===== src/verilog/ccr_consts.svh =====
// Register offsets, field positions, reset values and timing constants
`ifndef CCR_CONSTS_SVH
`define CCR_CONSTS_SVH

// ==========================================================
// Register offsets
`define CCR_ADDR_LIMIT_CFG   8'h90
`define CCR_ADDR_TERM_CTRL   8'h92
`define CCR_ADDR_APP_SET     8'h93
`define CCR_ADDR_SPECIAL     8'h94
`define CCR_ADDR_STATUS_ONE  8'h95
`define CCR_ADDR_INT_STATUS  8'h97

// ==========================================================
// Reset values
`define CCR_RST_LIMIT_CFG    8'h80
`define CCR_RST_TERM_CTRL    8'h04
`define CCR_RST_APP_SET      8'h78
`define CCR_RST_SPECIAL      8'h00
`define CCR_RST_INT_STATUS   8'h00

// ==========================================================
// Field positions
`define CCR_TERM_METHOD_LSB  0
`define CCR_TERM_TIMER_LSB   2
`define CCR_END_CURRENT_BIT  7
`define CCR_UVLO_BIT         0
`define CCR_BATGD_LSB        3
`define CCR_REC_CUR_LSB      5
`define CCR_SPC_CHARGER_OFF  0
`define CCR_SPC_RECHARGE_OFF 1
`define CCR_SPC_THERM_OFF    2
`define CCR_SPC_CV_OFF       3
`define CCR_SPC_CC_OFF       4
`define CCR_SPC_PRIORITY     5
`define CCR_LIMIT_SRC_BIT    7
`define CCR_INT_ADAPTER_BIT  0
`define CCR_INT_LIMIT_BIT    1

// ==========================================================
// Termination method codes and timing
`define CCR_METH_AFTER_TERM  2'h0
`define CCR_METH_CURRENT     2'h2
`define CCR_CLK_PERIOD_NS    100
`define CCR_TICK_MIN         2
`define CCR_LONG_MULT        8'h05
`define CCR_TICK_CYCLES      ((`CCR_TICK_MIN * 64'd60_000_000_000) / \
                              `CCR_CLK_PERIOD_NS)

`endif


===== src/verilog/ccr_pkg.sv =====
// Types shared by the charger control register block
package ccr_pkg;

    typedef enum logic [2:0] {
        CCR_HOLD     = 3'h0,
        CCR_RECOVERY = 3'h1,
        CCR_CC       = 3'h3,
        CCR_CV       = 3'h2,
        CCR_DONE     = 3'h6
    } ccr_state_t;

    typedef struct packed {
        logic adapter_present;
        logic bat_cold;
        logic bat_hot;
        logic bat_unrecoverable;
        logic below_battery_good;
        logic cv_reached;
        logic at_term_current;
        logic vsys_low;
        logic input_current_limited;
        logic recharge_needed;
        logic external_limit_pin;
    } ccr_sense_t;

    typedef struct packed {
        logic       charge_enable;
        logic       charge_reduce;
        logic       constant_voltage_loop_off;
        logic       constant_current_loop_off;
        logic       thermistor_functions_off;
        logic       termination_current_select;
        logic       undervoltage_lockout_select;
        logic [1:0] battery_good_threshold;
        logic [2:0] recovery_charge_current;
        logic       internal_limit_source;
        logic       limit_high_from_pin;
        logic [1:0] charger_mode;
    } ccr_ctrl_t;

endpackage

===== src/verilog/ccr_charger_control_regs.sv =====
// Charger control and status registers with charge sequencing
// Contract
// - Method 00: timer starts at termination current; expiry ends charge
// - Method 01: timer starts on constant voltage entry; expiry ends charge
// - Method 10: charge ends when termination current reached, no timer
// - Method 11: first of timer expiry or termination current ends charge
// - Timer is count times 2 min, or 10 min if method low bit set
// - Termination control bit 7 selects 100 mA set, 50 mA clear
// - Settings bit 0 selects lockout 3.95 V set, 4.15 V clear
// - Battery-good field picks 2.50 to 2.80 V; below it use recovery
// - Recovery current field gives 25 mA times code plus one
// - Special bits 0 to 4 disable charger, recharge, thermistor, CV, CC
// - Priority clear: stop charging while system rail below 3.6 V
// - Priority set: reduce charge current while system rail below 3.6 V
// - Status bit 0 reads one while adapter inserted, read only
// - Status bits 1 and 2 report battery too cold and too hot
// - Mode field: 00 hold, 01 recovery, 10 constant current, 11 voltage
// - Status bit 5 set when battery low and unrecoverable
// - Status bit 6 set when charge ended by timer expiry
// - Status bit 7 set while input current is limited
// - Adapter and limit change flags set on change, write one clears
// - Limit source clear: limit follows pin, 500 mA low, 1.5 A high
`timescale 1ns/1ns
`include "ccr_consts.svh"

module ccr_charger_control_regs #(
    parameter logic [31:0] TICK_CYCLES = 32'(`CCR_TICK_CYCLES)
) (
    input  wire logic                clk_sys,
    input  wire logic                reset,
    input  wire logic [7:0]          reg_addr,
    input  wire logic                reg_wr,
    input  wire logic [7:0]          reg_wdata,
    input  wire logic                reg_rd,
    output logic [7:0]               reg_rdata,
    input  wire ccr_pkg::ccr_sense_t sense_in,
    output ccr_pkg::ccr_ctrl_t       ctrl_out
);

    // ==========================================================
    // Functions
    function automatic logic [7:0] ccr_target(input logic [1:0] meth,
                                              input logic [4:0] cnt);
        logic [7:0] base;
        base = {3'h0, cnt};
        ccr_target = meth[0] ? 8'(base * `CCR_LONG_MULT) : base;
    endfunction

    function automatic logic [1:0] ccr_mode(input ccr_pkg::ccr_state_t s);
        case (s)
            ccr_pkg::CCR_RECOVERY: ccr_mode = 2'h1;
            ccr_pkg::CCR_CC:       ccr_mode = 2'h2;
            ccr_pkg::CCR_CV:       ccr_mode = 2'h3;
            default:               ccr_mode = 2'h0;
        endcase
    endfunction

    // ==========================================================
    // Pin synchronisers
    ccr_pkg::ccr_sense_t sense_meta_reg;
    ccr_pkg::ccr_sense_t s_reg;
    ccr_pkg::ccr_sense_t s_prev_reg;

    always_ff @(posedge clk_sys) begin
        if (reset) begin
            sense_meta_reg <= '0;
            s_reg          <= '0;
            s_prev_reg     <= '0;
        end else begin
            sense_meta_reg <= sense_in;
            s_reg          <= sense_meta_reg;
            s_prev_reg     <= s_reg;
        end
    end

    // ==========================================================
    // Register file
    logic [7:0] limit_cfg_reg;
    logic [7:0] term_ctrl_reg;
    logic [7:0] app_set_reg;
    logic [7:0] special_reg;
    logic [7:0] int_status_reg;
    logic [7:0] int_status_next;
    logic [7:0] reg_rdata_reg;
    logic [7:0] rdata_next;

    wire wr_limit   = reg_wr && (reg_addr == `CCR_ADDR_LIMIT_CFG);
    wire wr_term    = reg_wr && (reg_addr == `CCR_ADDR_TERM_CTRL);
    wire wr_app     = reg_wr && (reg_addr == `CCR_ADDR_APP_SET);
    wire wr_special = reg_wr && (reg_addr == `CCR_ADDR_SPECIAL);
    wire wr_int     = reg_wr && (reg_addr == `CCR_ADDR_INT_STATUS);

    // Whole bytes stored, reserved bits included but never decoded
    always_ff @(posedge clk_sys) begin
        if (reset) begin
            limit_cfg_reg <= `CCR_RST_LIMIT_CFG;
            term_ctrl_reg <= `CCR_RST_TERM_CTRL;
            app_set_reg   <= `CCR_RST_APP_SET;
            special_reg   <= `CCR_RST_SPECIAL;
        end else begin
            if (wr_limit)   limit_cfg_reg <= reg_wdata;
            if (wr_term)    term_ctrl_reg <= reg_wdata;
            if (wr_app)     app_set_reg   <= reg_wdata;
            if (wr_special) special_reg   <= reg_wdata;
        end
    end

    wire [1:0] method    = term_ctrl_reg[`CCR_TERM_METHOD_LSB +: 2];
    wire [4:0] timer_cnt = term_ctrl_reg[`CCR_TERM_TIMER_LSB +: 5];
    wire charger_off     = special_reg[`CCR_SPC_CHARGER_OFF];
    wire recharge_off    = special_reg[`CCR_SPC_RECHARGE_OFF];
    wire therm_off       = special_reg[`CCR_SPC_THERM_OFF];
    wire charge_priority = special_reg[`CCR_SPC_PRIORITY];

    // ==========================================================
    // Change flags: a change in the clearing cycle still sets
    wire adapter_chg = s_reg.adapter_present != s_prev_reg.adapter_present;
    wire limit_chg   = s_reg.input_current_limited !=
                       s_prev_reg.input_current_limited;

    always_comb begin
        int_status_next = int_status_reg;
        if (wr_int) begin
            int_status_next[7:2] = reg_wdata[7:2];
            int_status_next[1:0] = int_status_reg[1:0] & ~reg_wdata[1:0];
        end
        if (adapter_chg)
            int_status_next[`CCR_INT_ADAPTER_BIT] = 1'b1;
        if (limit_chg)
            int_status_next[`CCR_INT_LIMIT_BIT] = 1'b1;
    end

    always_ff @(posedge clk_sys) begin
        if (reset) int_status_reg <= `CCR_RST_INT_STATUS;
        else       int_status_reg <= int_status_next;
    end

    // ==========================================================
    // Charge sequencer
    ccr_pkg::ccr_state_t state_reg;
    ccr_pkg::ccr_state_t state_next;
    logic        timer_run_reg;
    logic        timer_run_next;
    logic [30:0] tick_cnt_reg;
    logic [7:0]  min_cnt_reg;
    logic        timeout_reg;
    logic        timeout_next;

    wire in_cv      = state_reg == ccr_pkg::CCR_CV;
    wire temp_fault = (s_reg.bat_cold || s_reg.bat_hot) && !therm_off;
    wire stop_rail  = s_reg.vsys_low && !charge_priority;
    wire go_hold    = !s_reg.adapter_present || charger_off;
    wire abort      = go_hold || temp_fault || stop_rail ||
                      s_reg.bat_unrecoverable;
    wire [7:0] target = ccr_target(method, timer_cnt);
    // Method 10 never runs the timer, so its count has no effect
    wire timer_allowed = method != `CCR_METH_CURRENT;
    wire timer_start   = in_cv && timer_allowed &&
                         (method[0] ||
                          s_reg.at_term_current);
    wire expired    = timer_run_reg && (min_cnt_reg >= target);
    wire done_timer = in_cv && timer_allowed && expired;
    wire done_cur   = in_cv && method[1] && s_reg.at_term_current;
    wire tick       = tick_cnt_reg == 31'(TICK_CYCLES - 32'h1);

    always_comb begin
        state_next = state_reg;
        case (state_reg)
            ccr_pkg::CCR_HOLD: begin
                if (!abort)
                    state_next = s_reg.below_battery_good ?
                                 ccr_pkg::CCR_RECOVERY :
                                 ccr_pkg::CCR_CC;
            end
            ccr_pkg::CCR_RECOVERY: begin
                if (abort)
                    state_next = ccr_pkg::CCR_HOLD;
                else if (!s_reg.below_battery_good)
                    state_next = ccr_pkg::CCR_CC;
            end
            ccr_pkg::CCR_CC: begin
                if (abort)
                    state_next = ccr_pkg::CCR_HOLD;
                else if (s_reg.cv_reached)
                    state_next = ccr_pkg::CCR_CV;
            end
            ccr_pkg::CCR_CV: begin
                if (abort)
                    state_next = ccr_pkg::CCR_HOLD;
                else if (done_timer || done_cur)
                    state_next = ccr_pkg::CCR_DONE;
            end
            ccr_pkg::CCR_DONE: begin
                if (go_hold)
                    state_next = ccr_pkg::CCR_HOLD;
                else if (s_reg.recharge_needed && !recharge_off)
                    state_next = ccr_pkg::CCR_CC;
            end
            default: state_next = ccr_pkg::CCR_HOLD;
        endcase
    end

    always_comb begin
        timer_run_next = timer_run_reg || timer_start;
        if (!in_cv || state_next != ccr_pkg::CCR_CV)
            timer_run_next = 1'b0;
        timeout_next = timeout_reg;
        if (state_reg == ccr_pkg::CCR_DONE &&
            state_next != ccr_pkg::CCR_DONE)
            timeout_next = 1'b0;
        if (done_timer && !abort)
            timeout_next = 1'b1;
    end

    always_ff @(posedge clk_sys) begin
        if (reset) begin
            state_reg     <= ccr_pkg::CCR_HOLD;
            timer_run_reg <= 1'b0;
            timeout_reg   <= 1'b0;
        end else begin
            state_reg     <= state_next;
            timer_run_reg <= timer_run_next;
            timeout_reg   <= timeout_next;
        end
    end

    // Counts two-minute ticks; saturates so a long wait cannot wrap
    always_ff @(posedge clk_sys) begin
        if (reset || !timer_run_reg) begin
            tick_cnt_reg <= 31'h0;
            min_cnt_reg  <= 8'h0;
        end else if (tick) begin
            tick_cnt_reg <= 31'h0;
            if (min_cnt_reg != 8'hff)
                min_cnt_reg <= min_cnt_reg + 8'h1;
        end else begin
            tick_cnt_reg <= tick_cnt_reg + 31'h1;
        end
    end

    // ==========================================================
    // Status byte and read port; reads change no state
    wire [7:0] status_one = {
        s_reg.input_current_limited,
        timeout_reg,
        s_reg.bat_unrecoverable,
        ccr_mode(state_reg),
        s_reg.bat_hot,
        s_reg.bat_cold,
        s_reg.adapter_present
    };

    always_comb begin
        case (reg_addr)
            `CCR_ADDR_LIMIT_CFG:  rdata_next = limit_cfg_reg;
            `CCR_ADDR_TERM_CTRL:  rdata_next = term_ctrl_reg;
            `CCR_ADDR_APP_SET:    rdata_next = app_set_reg;
            `CCR_ADDR_SPECIAL:    rdata_next = special_reg;
            `CCR_ADDR_STATUS_ONE: rdata_next = status_one;
            `CCR_ADDR_INT_STATUS: rdata_next = int_status_reg;
            default:              rdata_next = 8'h00;
        endcase
    end

    always_ff @(posedge clk_sys) begin
        if (reset)       reg_rdata_reg <= 8'h00;
        else if (reg_rd) reg_rdata_reg <= rdata_next;
    end

    assign reg_rdata = reg_rdata_reg;

    // ==========================================================
    // Controls to the analog side
    ccr_pkg::ccr_ctrl_t ctrl_reg;
    ccr_pkg::ccr_ctrl_t ctrl_next;
    wire charging = state_reg == ccr_pkg::CCR_RECOVERY ||
                    state_reg == ccr_pkg::CCR_CC || in_cv;

    always_comb begin
        ctrl_next.charge_enable  = charging && !stop_rail;
        ctrl_next.charge_reduce  = charging && charge_priority &&
                                   s_reg.vsys_low;
        ctrl_next.constant_voltage_loop_off =
            special_reg[`CCR_SPC_CV_OFF];
        ctrl_next.constant_current_loop_off =
            special_reg[`CCR_SPC_CC_OFF];
        ctrl_next.thermistor_functions_off = therm_off;
        ctrl_next.termination_current_select =
            term_ctrl_reg[`CCR_END_CURRENT_BIT];
        ctrl_next.undervoltage_lockout_select =
            app_set_reg[`CCR_UVLO_BIT];
        ctrl_next.battery_good_threshold =
            app_set_reg[`CCR_BATGD_LSB +: 2];
        ctrl_next.recovery_charge_current =
            app_set_reg[`CCR_REC_CUR_LSB +: 3];
        ctrl_next.internal_limit_source =
            limit_cfg_reg[`CCR_LIMIT_SRC_BIT];
        ctrl_next.limit_high_from_pin = s_reg.external_limit_pin;
        ctrl_next.charger_mode = ccr_mode(state_reg);
    end

    always_ff @(posedge clk_sys) begin
        if (reset) ctrl_reg <= '0;
        else       ctrl_reg <= ctrl_next;
    end

    assign ctrl_out = ctrl_reg;
endmodule // ccr_charger_control_regs


===== config.mk =====
export PLATFORM = sky130hd
export DESIGN_NAME = ccr_charger_control_regs
export DESIGN_NICKNAME = d
export VERILOG_FILES = /design/src/verilog/ccr_pkg.sv /design/src/verilog/ccr_charger_control_regs.sv
export VERILOG_INCLUDE_DIRS = /design/src /design/src/verilog
export SDC_FILE = /design/constraint.sdc
export NUM_CORES = 1
export LEC_CHECK = 0
export ABC_AREA = 0
export BUFFER_PORTS_ARGS = -buffer_cell sky130_fd_sc_hd__buf_2
export CORE_MARGIN = 4
export CORE_UTILIZATION = 50
export CTS_CLUSTER_SIZE = 14
export DETAILED_ROUTE_END_ITERATION = 10
export PLACE_DENSITY = 0.81
export SETUP_SLACK_MARGIN = 0.1
export SYNTH_ARGS = -nofsm -noshare
export SYNTH_HDL_FRONTEND = slang
export SYNTH_SLANG_ARGS = --single-unit

===== constraint.sdc =====
create_clock -name clk_sys -period 3.24 [get_ports clk_sys]
set_input_delay 0 -clock clk_sys [delete_from_list [all_inputs] [get_ports clk_sys]]
set_output_delay 0 -clock clk_sys [all_outputs]
set_load 0.1 [all_outputs]

==> results of run 1 <==
## how the worst max path moves through the flow
| stage | startpoint | endpoint |
|---|---|---|
| CTS | term_ctrl_reg[6] | state_reg[2] |
| detailed placement | term_ctrl_reg[6] | state_reg[2] |
| global route | term_ctrl_reg[6] | state_reg[2] |
| global placement | term_ctrl_reg[6] | timer_run_reg |
| floorplan | term_ctrl_reg[6] | timer_run_reg |
| finish | term_ctrl_reg[5] | state_reg[2] |
## final cells by class
class | instances | share of cell area
multi-input cells | 447 | 0.419
clock inverters | 14 | 0.0254
flip-flops and latches | 132 | 0.377
well taps | 140 | 0.0250
clock buffers | 17 | 0.0608
repair buffers | 87 | 0.0836
inverters | 17 | 0.00911
## metal layers
metal,share of wire,vias to the layer above,global-route usage
met5,0,-,0
met4,0.029,0,0.0892
met3,0.058,45,0.0553
li1,-,2354,-
met1,0.43,2341,0.271
met2,0.48,184,0.363
## cells in the mapped netlist (8+ instances only)
library cell,n
dfxtp_1,132
nor2_1,86
nor2b_1,44
nand2_1,39
a21oi_1,29
mux2i_1,28
nand3_1,26
nand4_1,20
xor2_1,19
clkbuf_1,18
inv_1,17
ha_1,16
mux2_2,14
nor3_1,12
xnor2_1,11
a221oi_1,8
buf_2,8
o21ai_0,8
## worst max-delay path: stages, from the launching register on
cell	delay, ps
dfxtp_1	360
ha_1	310
ha_1	180
inv_1	60
fa_1	400
xnor2_1	190
nand2_1	80
ha_1	310
a21oi_1	170
o21a_1	140
o41ai_2	70
a221oi_1	350
nor3_1	110
## repair_timing
| item | in CTS | in global routing |
|---|---|---|
| endpoints found under the setup margin | 0 | 2 |
| hold buffers | 27 | 0 |
| endpoints found under the hold margin | 60 | 0 |
| gates resized for setup | 0 | 1 |
## power by group through the flow
| stage | Combinational, mW | Clock [mW] | Sequential [mW] |
|---|---|---|---|
| after floorplan | 0.0738 | 0 | 1.75 |
| after global placement | 0.186 | 0 | 1.69 |
| after detailed placement | 0.190 | 0 | 1.69 |
| after CTS | 0.209 | 1.97 | 1.66 |
| after global routing | 0.226 | 2.05 | 1.66 |
| final | 0.213 | 1.96 | 1.66 |
## logic make-up (layout without fill, tap and decap cells)
logic type,count (synthesis),count (layout),share of synthesized area
XOR/XNOR,30,30,0.0457
multiplexers,42,42,0.0762
AND/OR/NAND/NOR,276,276,0.253
buffers and inverters,46,135,0.0318
flip-flops,132,132,0.460
adder cells (fa/ha/maj),17,17,0.0383
AO/OA/AOI/OAI,82,82,0.0955
## stage by stage
step / worst slack (ps) / area, um2
floorplan: 623 / 5750
global placement: 462 / 6120
detailed placement: 340 / 6120
CTS: 303 / 6990
global route: 163 / 7000
finish: 361 / 7000
==> flow_metrics.env, run 1 <==
export IMPL_netlist_area_um2=5750
export IMPL_via_count=4924
export IMPL_fin_skew_ps=5.89
export IMPL_place_congestion=0.859
export IMPL_place_port_buffers=54
export IMPL_seqPwrFrac=0.433
export IMPL_p_comb_frac=0.056
export IMPL_netlist_area_leader_share=0.460
export IMPL_fin_crit_sh=0.889
export IMPL_wl_mm=14.0
export IMPL_cp_start_kind="register"
export IMPL_timing_rr_start="term_ctrl_reg[5]"
export IMPL_holdPathEnd="special_reg[3]"
export IMPL_cts_root_buffer="clkbuf_16"
export IMPL_setup_viol_count_final=0
export IMPL_slew_headroom=0.385
export IMPL_io_pins=55
export IMPL_rows=38
export IMPL_synth_nets=673
export IMPL_grt_pass1_wl_mm=23.3
export IMPL_r2r_cells=12
export IMPL_power_leakage_nw=2.59
export IMPL_synth_seq_cells=132
export IMPL_r2r_end="state_reg[2]"
export IMPL_layout_common_cells="132 x dfxtp_1, 86 x nor2_1, 54 x buf_2, 44 x nor2b_1, 39 x nand2_1"
export IMPL_yosysTopAreaCell="dfxtp_1"
export IMPL_fin_crit_ps=2880
export IMPL_synthCells=625
export IMPL_drc=0
export IMPL_drt_initial_drc_count=427
export IMPL_tightest_slew_ps=899
export IMPL_nets=750
export IMPL_worst_setup_path_end_kind="register"
export IMPL_min_path_type="primary input to register"
export IMPL_ir_drop_v=0.000301
export IMPL_status="complete, no violations"
export IMPL_ant_nets=0
export IMPL_finalSetupTns_ps=0
export IMPL_seq_area_frac_synth=0.460
export IMPL_drive_gt1_frac=0.162
export IMPL_min_delay_start="reg_wr"
export IMPL_die_area_um2=13300
export IMPL_core_area_um2=11000
export IMPL_wire_per_inst_um=16.4
export IMPL_final_util=0.635
export IMPL_path_max_fanout=5
export IMPL_grt_max_degree=95
export IMPL_synth_cell_types=53
export IMPL_p_clk_frac=0.511
export IMPL_powerDensity_nw_per_um2=547
export IMPL_clock_sinks=132
export IMPL_h_tree_depth=4
export IMPL_drtPass1Iterations=6
export IMPL_crit_required_ps=3480
export IMPL_synthArstFlopShare=0
export IMPL_slew_violations=0
export IMPL_ff2ff_setup_slack_ps=360
export IMPL_cts_inserted_buffers=17
export IMPL_insertedDiodeCount=0
export IMPL_synth_edf_count=0
export IMPL_placedCellCount=796
export IMPL_start_util=0.521
export IMPL_p_sw_frac=0.234
export IMPL_largest_reg_flops=31
export IMPL_fmax_mhz=347
export IMPL_layout_cells_non_filler=854
export IMPL_grt_pass1_vias=4862
export IMPL_grt_overflow=0
export IMPL_yosys_warnings=0
export IMPL_cts_tree="built"
export IMPL_regArea_um2=2640
export IMPL_switchingPower_uw=897
export IMPL_fp_dieH_um=115
export IMPL_cts_clk_slew_worst_paths_ps=60
export IMPL_syn_avg_cell_area_um2=9.20
export IMPL_finalHoldViolations=0
export IMPL_syn_to_final_growth_pct=21.8
export IMPL_p_int_mw=2.93
export IMPL_die_w_um=115
export IMPL_synthFlopType="dfxtp_1"
export IMPL_final_common_cell="dfxtp_1"
export IMPL_cts_setup_buffers=0
export IMPL_cap_violations=0
export IMPL_grt_antenna_before_repair=0
export IMPL_timing_hold_ws_ps=22.6
export IMPL_cts_buffer_depth=2
export IMPL_hold_depth=3
export IMPL_clock_latency_ps=410
export IMPL_fill_cells=842
export IMPL_via_per_inst=5.77
export IMPL_multi_input_area_um2=2930
export IMPL_crit_type="register to register"
export IMPL_total_power_mw=3.83
export IMPL_rsz0062_at_grt="no"
export IMPL_grtUsageTotal=0.218
export IMPL_dp_hpwl_mm=8.92
export IMPL_crit_arrival_ps=3120
export IMPL_ys_top_cells_by_area="dfxtp_1 46%, nor2_1 5.6%, mux2i_1 4.9%, nor2b_1 4.8%, ha_1 3.5%"
Power figures use the tool's default switching activity.
==> run 2, diff against run 1 <==
--- a/config.mk
+++ b/config.mk
@@ -9,10 +9,11 @@
 export ABC_AREA = 0
 export BUFFER_PORTS_ARGS = -buffer_cell sky130_fd_sc_hd__buf_2
 export CORE_MARGIN = 4
-export CORE_UTILIZATION = 50
+export CORE_UTILIZATION = 45
 export CTS_CLUSTER_SIZE = 14
 export DETAILED_ROUTE_END_ITERATION = 10
-export PLACE_DENSITY = 0.81
+export HOLD_SLACK_MARGIN = 0.1
+export PLACE_DENSITY = 0.75
 export SETUP_SLACK_MARGIN = 0.1
 export SYNTH_ARGS = -nofsm -noshare
 export SYNTH_HDL_FRONTEND = slang
==> run 2 against run 1 <==
Against the previous run:
- sequential share of layout area down 0.81 points
- combinational power up 4%
- non-clock buffer count up 8
- critical endpoint is now timer_run_reg
==> flow_metrics.env, run 2 (synthesis results as in run 1) <==
export IMPL_dp_hpwl_mm=8.85
export IMPL_cts_clk_slew_worst_paths_ps=60
export IMPL_cts_root_buffer="clkbuf_16"
export IMPL_crit_required_ps=3550
export IMPL_slew_headroom=0.464
export IMPL_critPathTopFamily="adder cells"
export IMPL_finalHoldViolations=0
export IMPL_grt_overflow=0
export IMPL_holdPathEnd="app_set_reg[1]"
export IMPL_r2r_end="timer_run_reg"
export IMPL_crit_path_max_incr_delay_ps=450
export IMPL_powerDensity_nw_per_um2=550
export IMPL_die_w_um=121
export IMPL_status="complete, no violations"
export IMPL_largest_reg_flops=31
export IMPL_path_cells="ha_1 > ha_1 > a21o_1 > a21oi_1 > xnor2_1 > nand2_1 > ha_1 > nand2_1 > o41ai_2 > nand3_1 > and4_1"
export IMPL_crit_arrival_ps=3180
export IMPL_slew_violations=0
export IMPL_fp_dieH_um=121
export IMPL_cp_slowest_cell="dfxtp_1"
export IMPL_core_area_um2=12600
export IMPL_power_leakage_nw=2.67
export IMPL_place_area_um2=6160
export IMPL_wire_per_inst_um=15.0
export IMPL_cts_buffer_depth=2
export IMPL_ant_nets=0
export IMPL_cts_inserted_buffers=17
export IMPL_rows=41
export IMPL_crit_type="register to register"
export IMPL_insertedDiodeCount=0
export IMPL_io_pins=55
export IMPL_drt_initial_drc_count=447
export IMPL_wl_mm=13.4
export IMPL_ir_drop_v=0.000293
export IMPL_nets=758
export IMPL_drc=0
export IMPL_total_power_mw=3.94
export IMPL_crit_start="term_ctrl_reg[6]"
export IMPL_tightest_slew_ps=801
export IMPL_grt_pass1_wl_mm=22.9
export IMPL_clock_sinks=132
export IMPL_syn_to_final_growth_pct=24.4
export IMPL_hold_depth=5
export IMPL_place_port_buffers=54
export IMPL_path_max_fanout=6
export IMPL_grt_antenna_before_repair=0
export IMPL_ff2ff_setup_slack_ps=370
export IMPL_timing_rr_start="term_ctrl_reg[6]"
export IMPL_r2r_cells=11
export IMPL_fin_area_um2=7150
export IMPL_fin_crit_sh=0.885
export IMPL_min_path_type="primary input to register"
export IMPL_drtPass1Iterations=5
export IMPL_cap_violations=0
export IMPL_start_util=0.457
export IMPL_path_buf_inv=0
export IMPL_cts_setup_buffers=0
export IMPL_timing_hold_ws_ps=190
export IMPL_via_per_inst=5.38
export IMPL_rsz0062_at_grt="no"
export IMPL_critPathMostFrequentCell="ha_1"
export IMPL_finalSetupTns_ps=0
export IMPL_grtUsageTotal=0.194
export IMPL_placedCellCount=828
export IMPL_setup_viol_count_final=0
export IMPL_layout_common_cells="132 x dfxtp_1, 86 x nor2_1, 54 x buf_2, 44 x nor2b_1, 39 x nand2_1"
export IMPL_fmax_mhz=349
export IMPL_cts_tree="built"
export IMPL_h_tree_depth=4
export IMPL_fin_skew_ps=10.6
export IMPL_layout_cells_non_filler=895
export IMPL_fin_crit_ps=2870
export IMPL_grt_max_degree=67
export IMPL_grt_pass1_vias=4814
export IMPL_clock_latency_ps=420
export IMPL_cp_start_kind="register"
export IMPL_worst_setup_path_end_kind="register"
export IMPL_via_count=4816
export IMPL_final_common_cell="dfxtp_1"
export IMPL_place_congestion=0.824
export IMPL_die_area_um2=14600
export IMPL_min_delay_start="reg_addr[2]"
export IMPL_drive_gt1_frac=0.158
==> run 2: tightest hold or removal path: cells and delay by family <==
kind	cells	cell delay, ps
AND/OR/NAND/NOR	2	140
multiplexers	1	110
buffers and inverters	2	310
==> run 2: how the worst max path moves through the flow <==
stage	slack [ps]	to	cells past startpoint
floorplan	620	timer_run_reg	11
global placement	420	timer_run_reg	11
detailed placement	260	timer_run_reg	11
CTS	280	timer_run_reg	11
global route	190	timer_run_reg	11
finish	370	timer_run_reg	11
==> run 2: report_power, final <==
part | total [mW] | internal [mW] | leakage (nW) | switching [mW]
Combinational | 0.222 | 0.0788 | 1.29 | 0.143
Sequential | 1.66 | 1.65 | 1.07 | 0.0101
Clock | 2.06 | 1.34 | 0.305 | 0.720
==> run 2: what timing repair did <==
action | CTS | global route
hold buffers | 35 | 0
setup endpoints to repair | 0 | 2
gates resized for setup | 0 | 1
endpoints found under the hold margin | 74 | 0
==> run 2: layout make-up <==
| cell class | count | area (um2) |
|---|---|---|
| Tap cell | 172 | 215 |
| Clock inverter | 10 | 171 |
| Inverter | 17 | 63.8 |
| Clock buffer | 22 | 464 |
| Timing Repair Buffer | 95 | 666 |
| Multi-Input combinational cell | 447 | 2930 |
| Sequential cell | 132 | 2640 |
| Fill cell | 1069 | 5410 |
==> run 2: routing by layer <==
| layer | wire [um] | GRT usage | share of wire |
|---|---|---|---|
| met1 | 5880 | 0.243 | 0.44 |
| met2 | 6530 | 0.321 | 0.49 |
| met3 | 772 | 0.0429 | 0.058 |
| met4 | 206 | 0.0829 | 0.015 |
| met5 | 0 | 0 | 0 |
==> run 2: per-stage QoR <==
step / utilization / setup slack, ps
2_1_floorplan: - / 623
3_3_place_gp: 0.490 / 423
3_5_place_dp: 0.490 / 256
4_1_cts: 0.569 / 280
5_1_grt: 0.569 / 190
6_report: 0.569 / 372
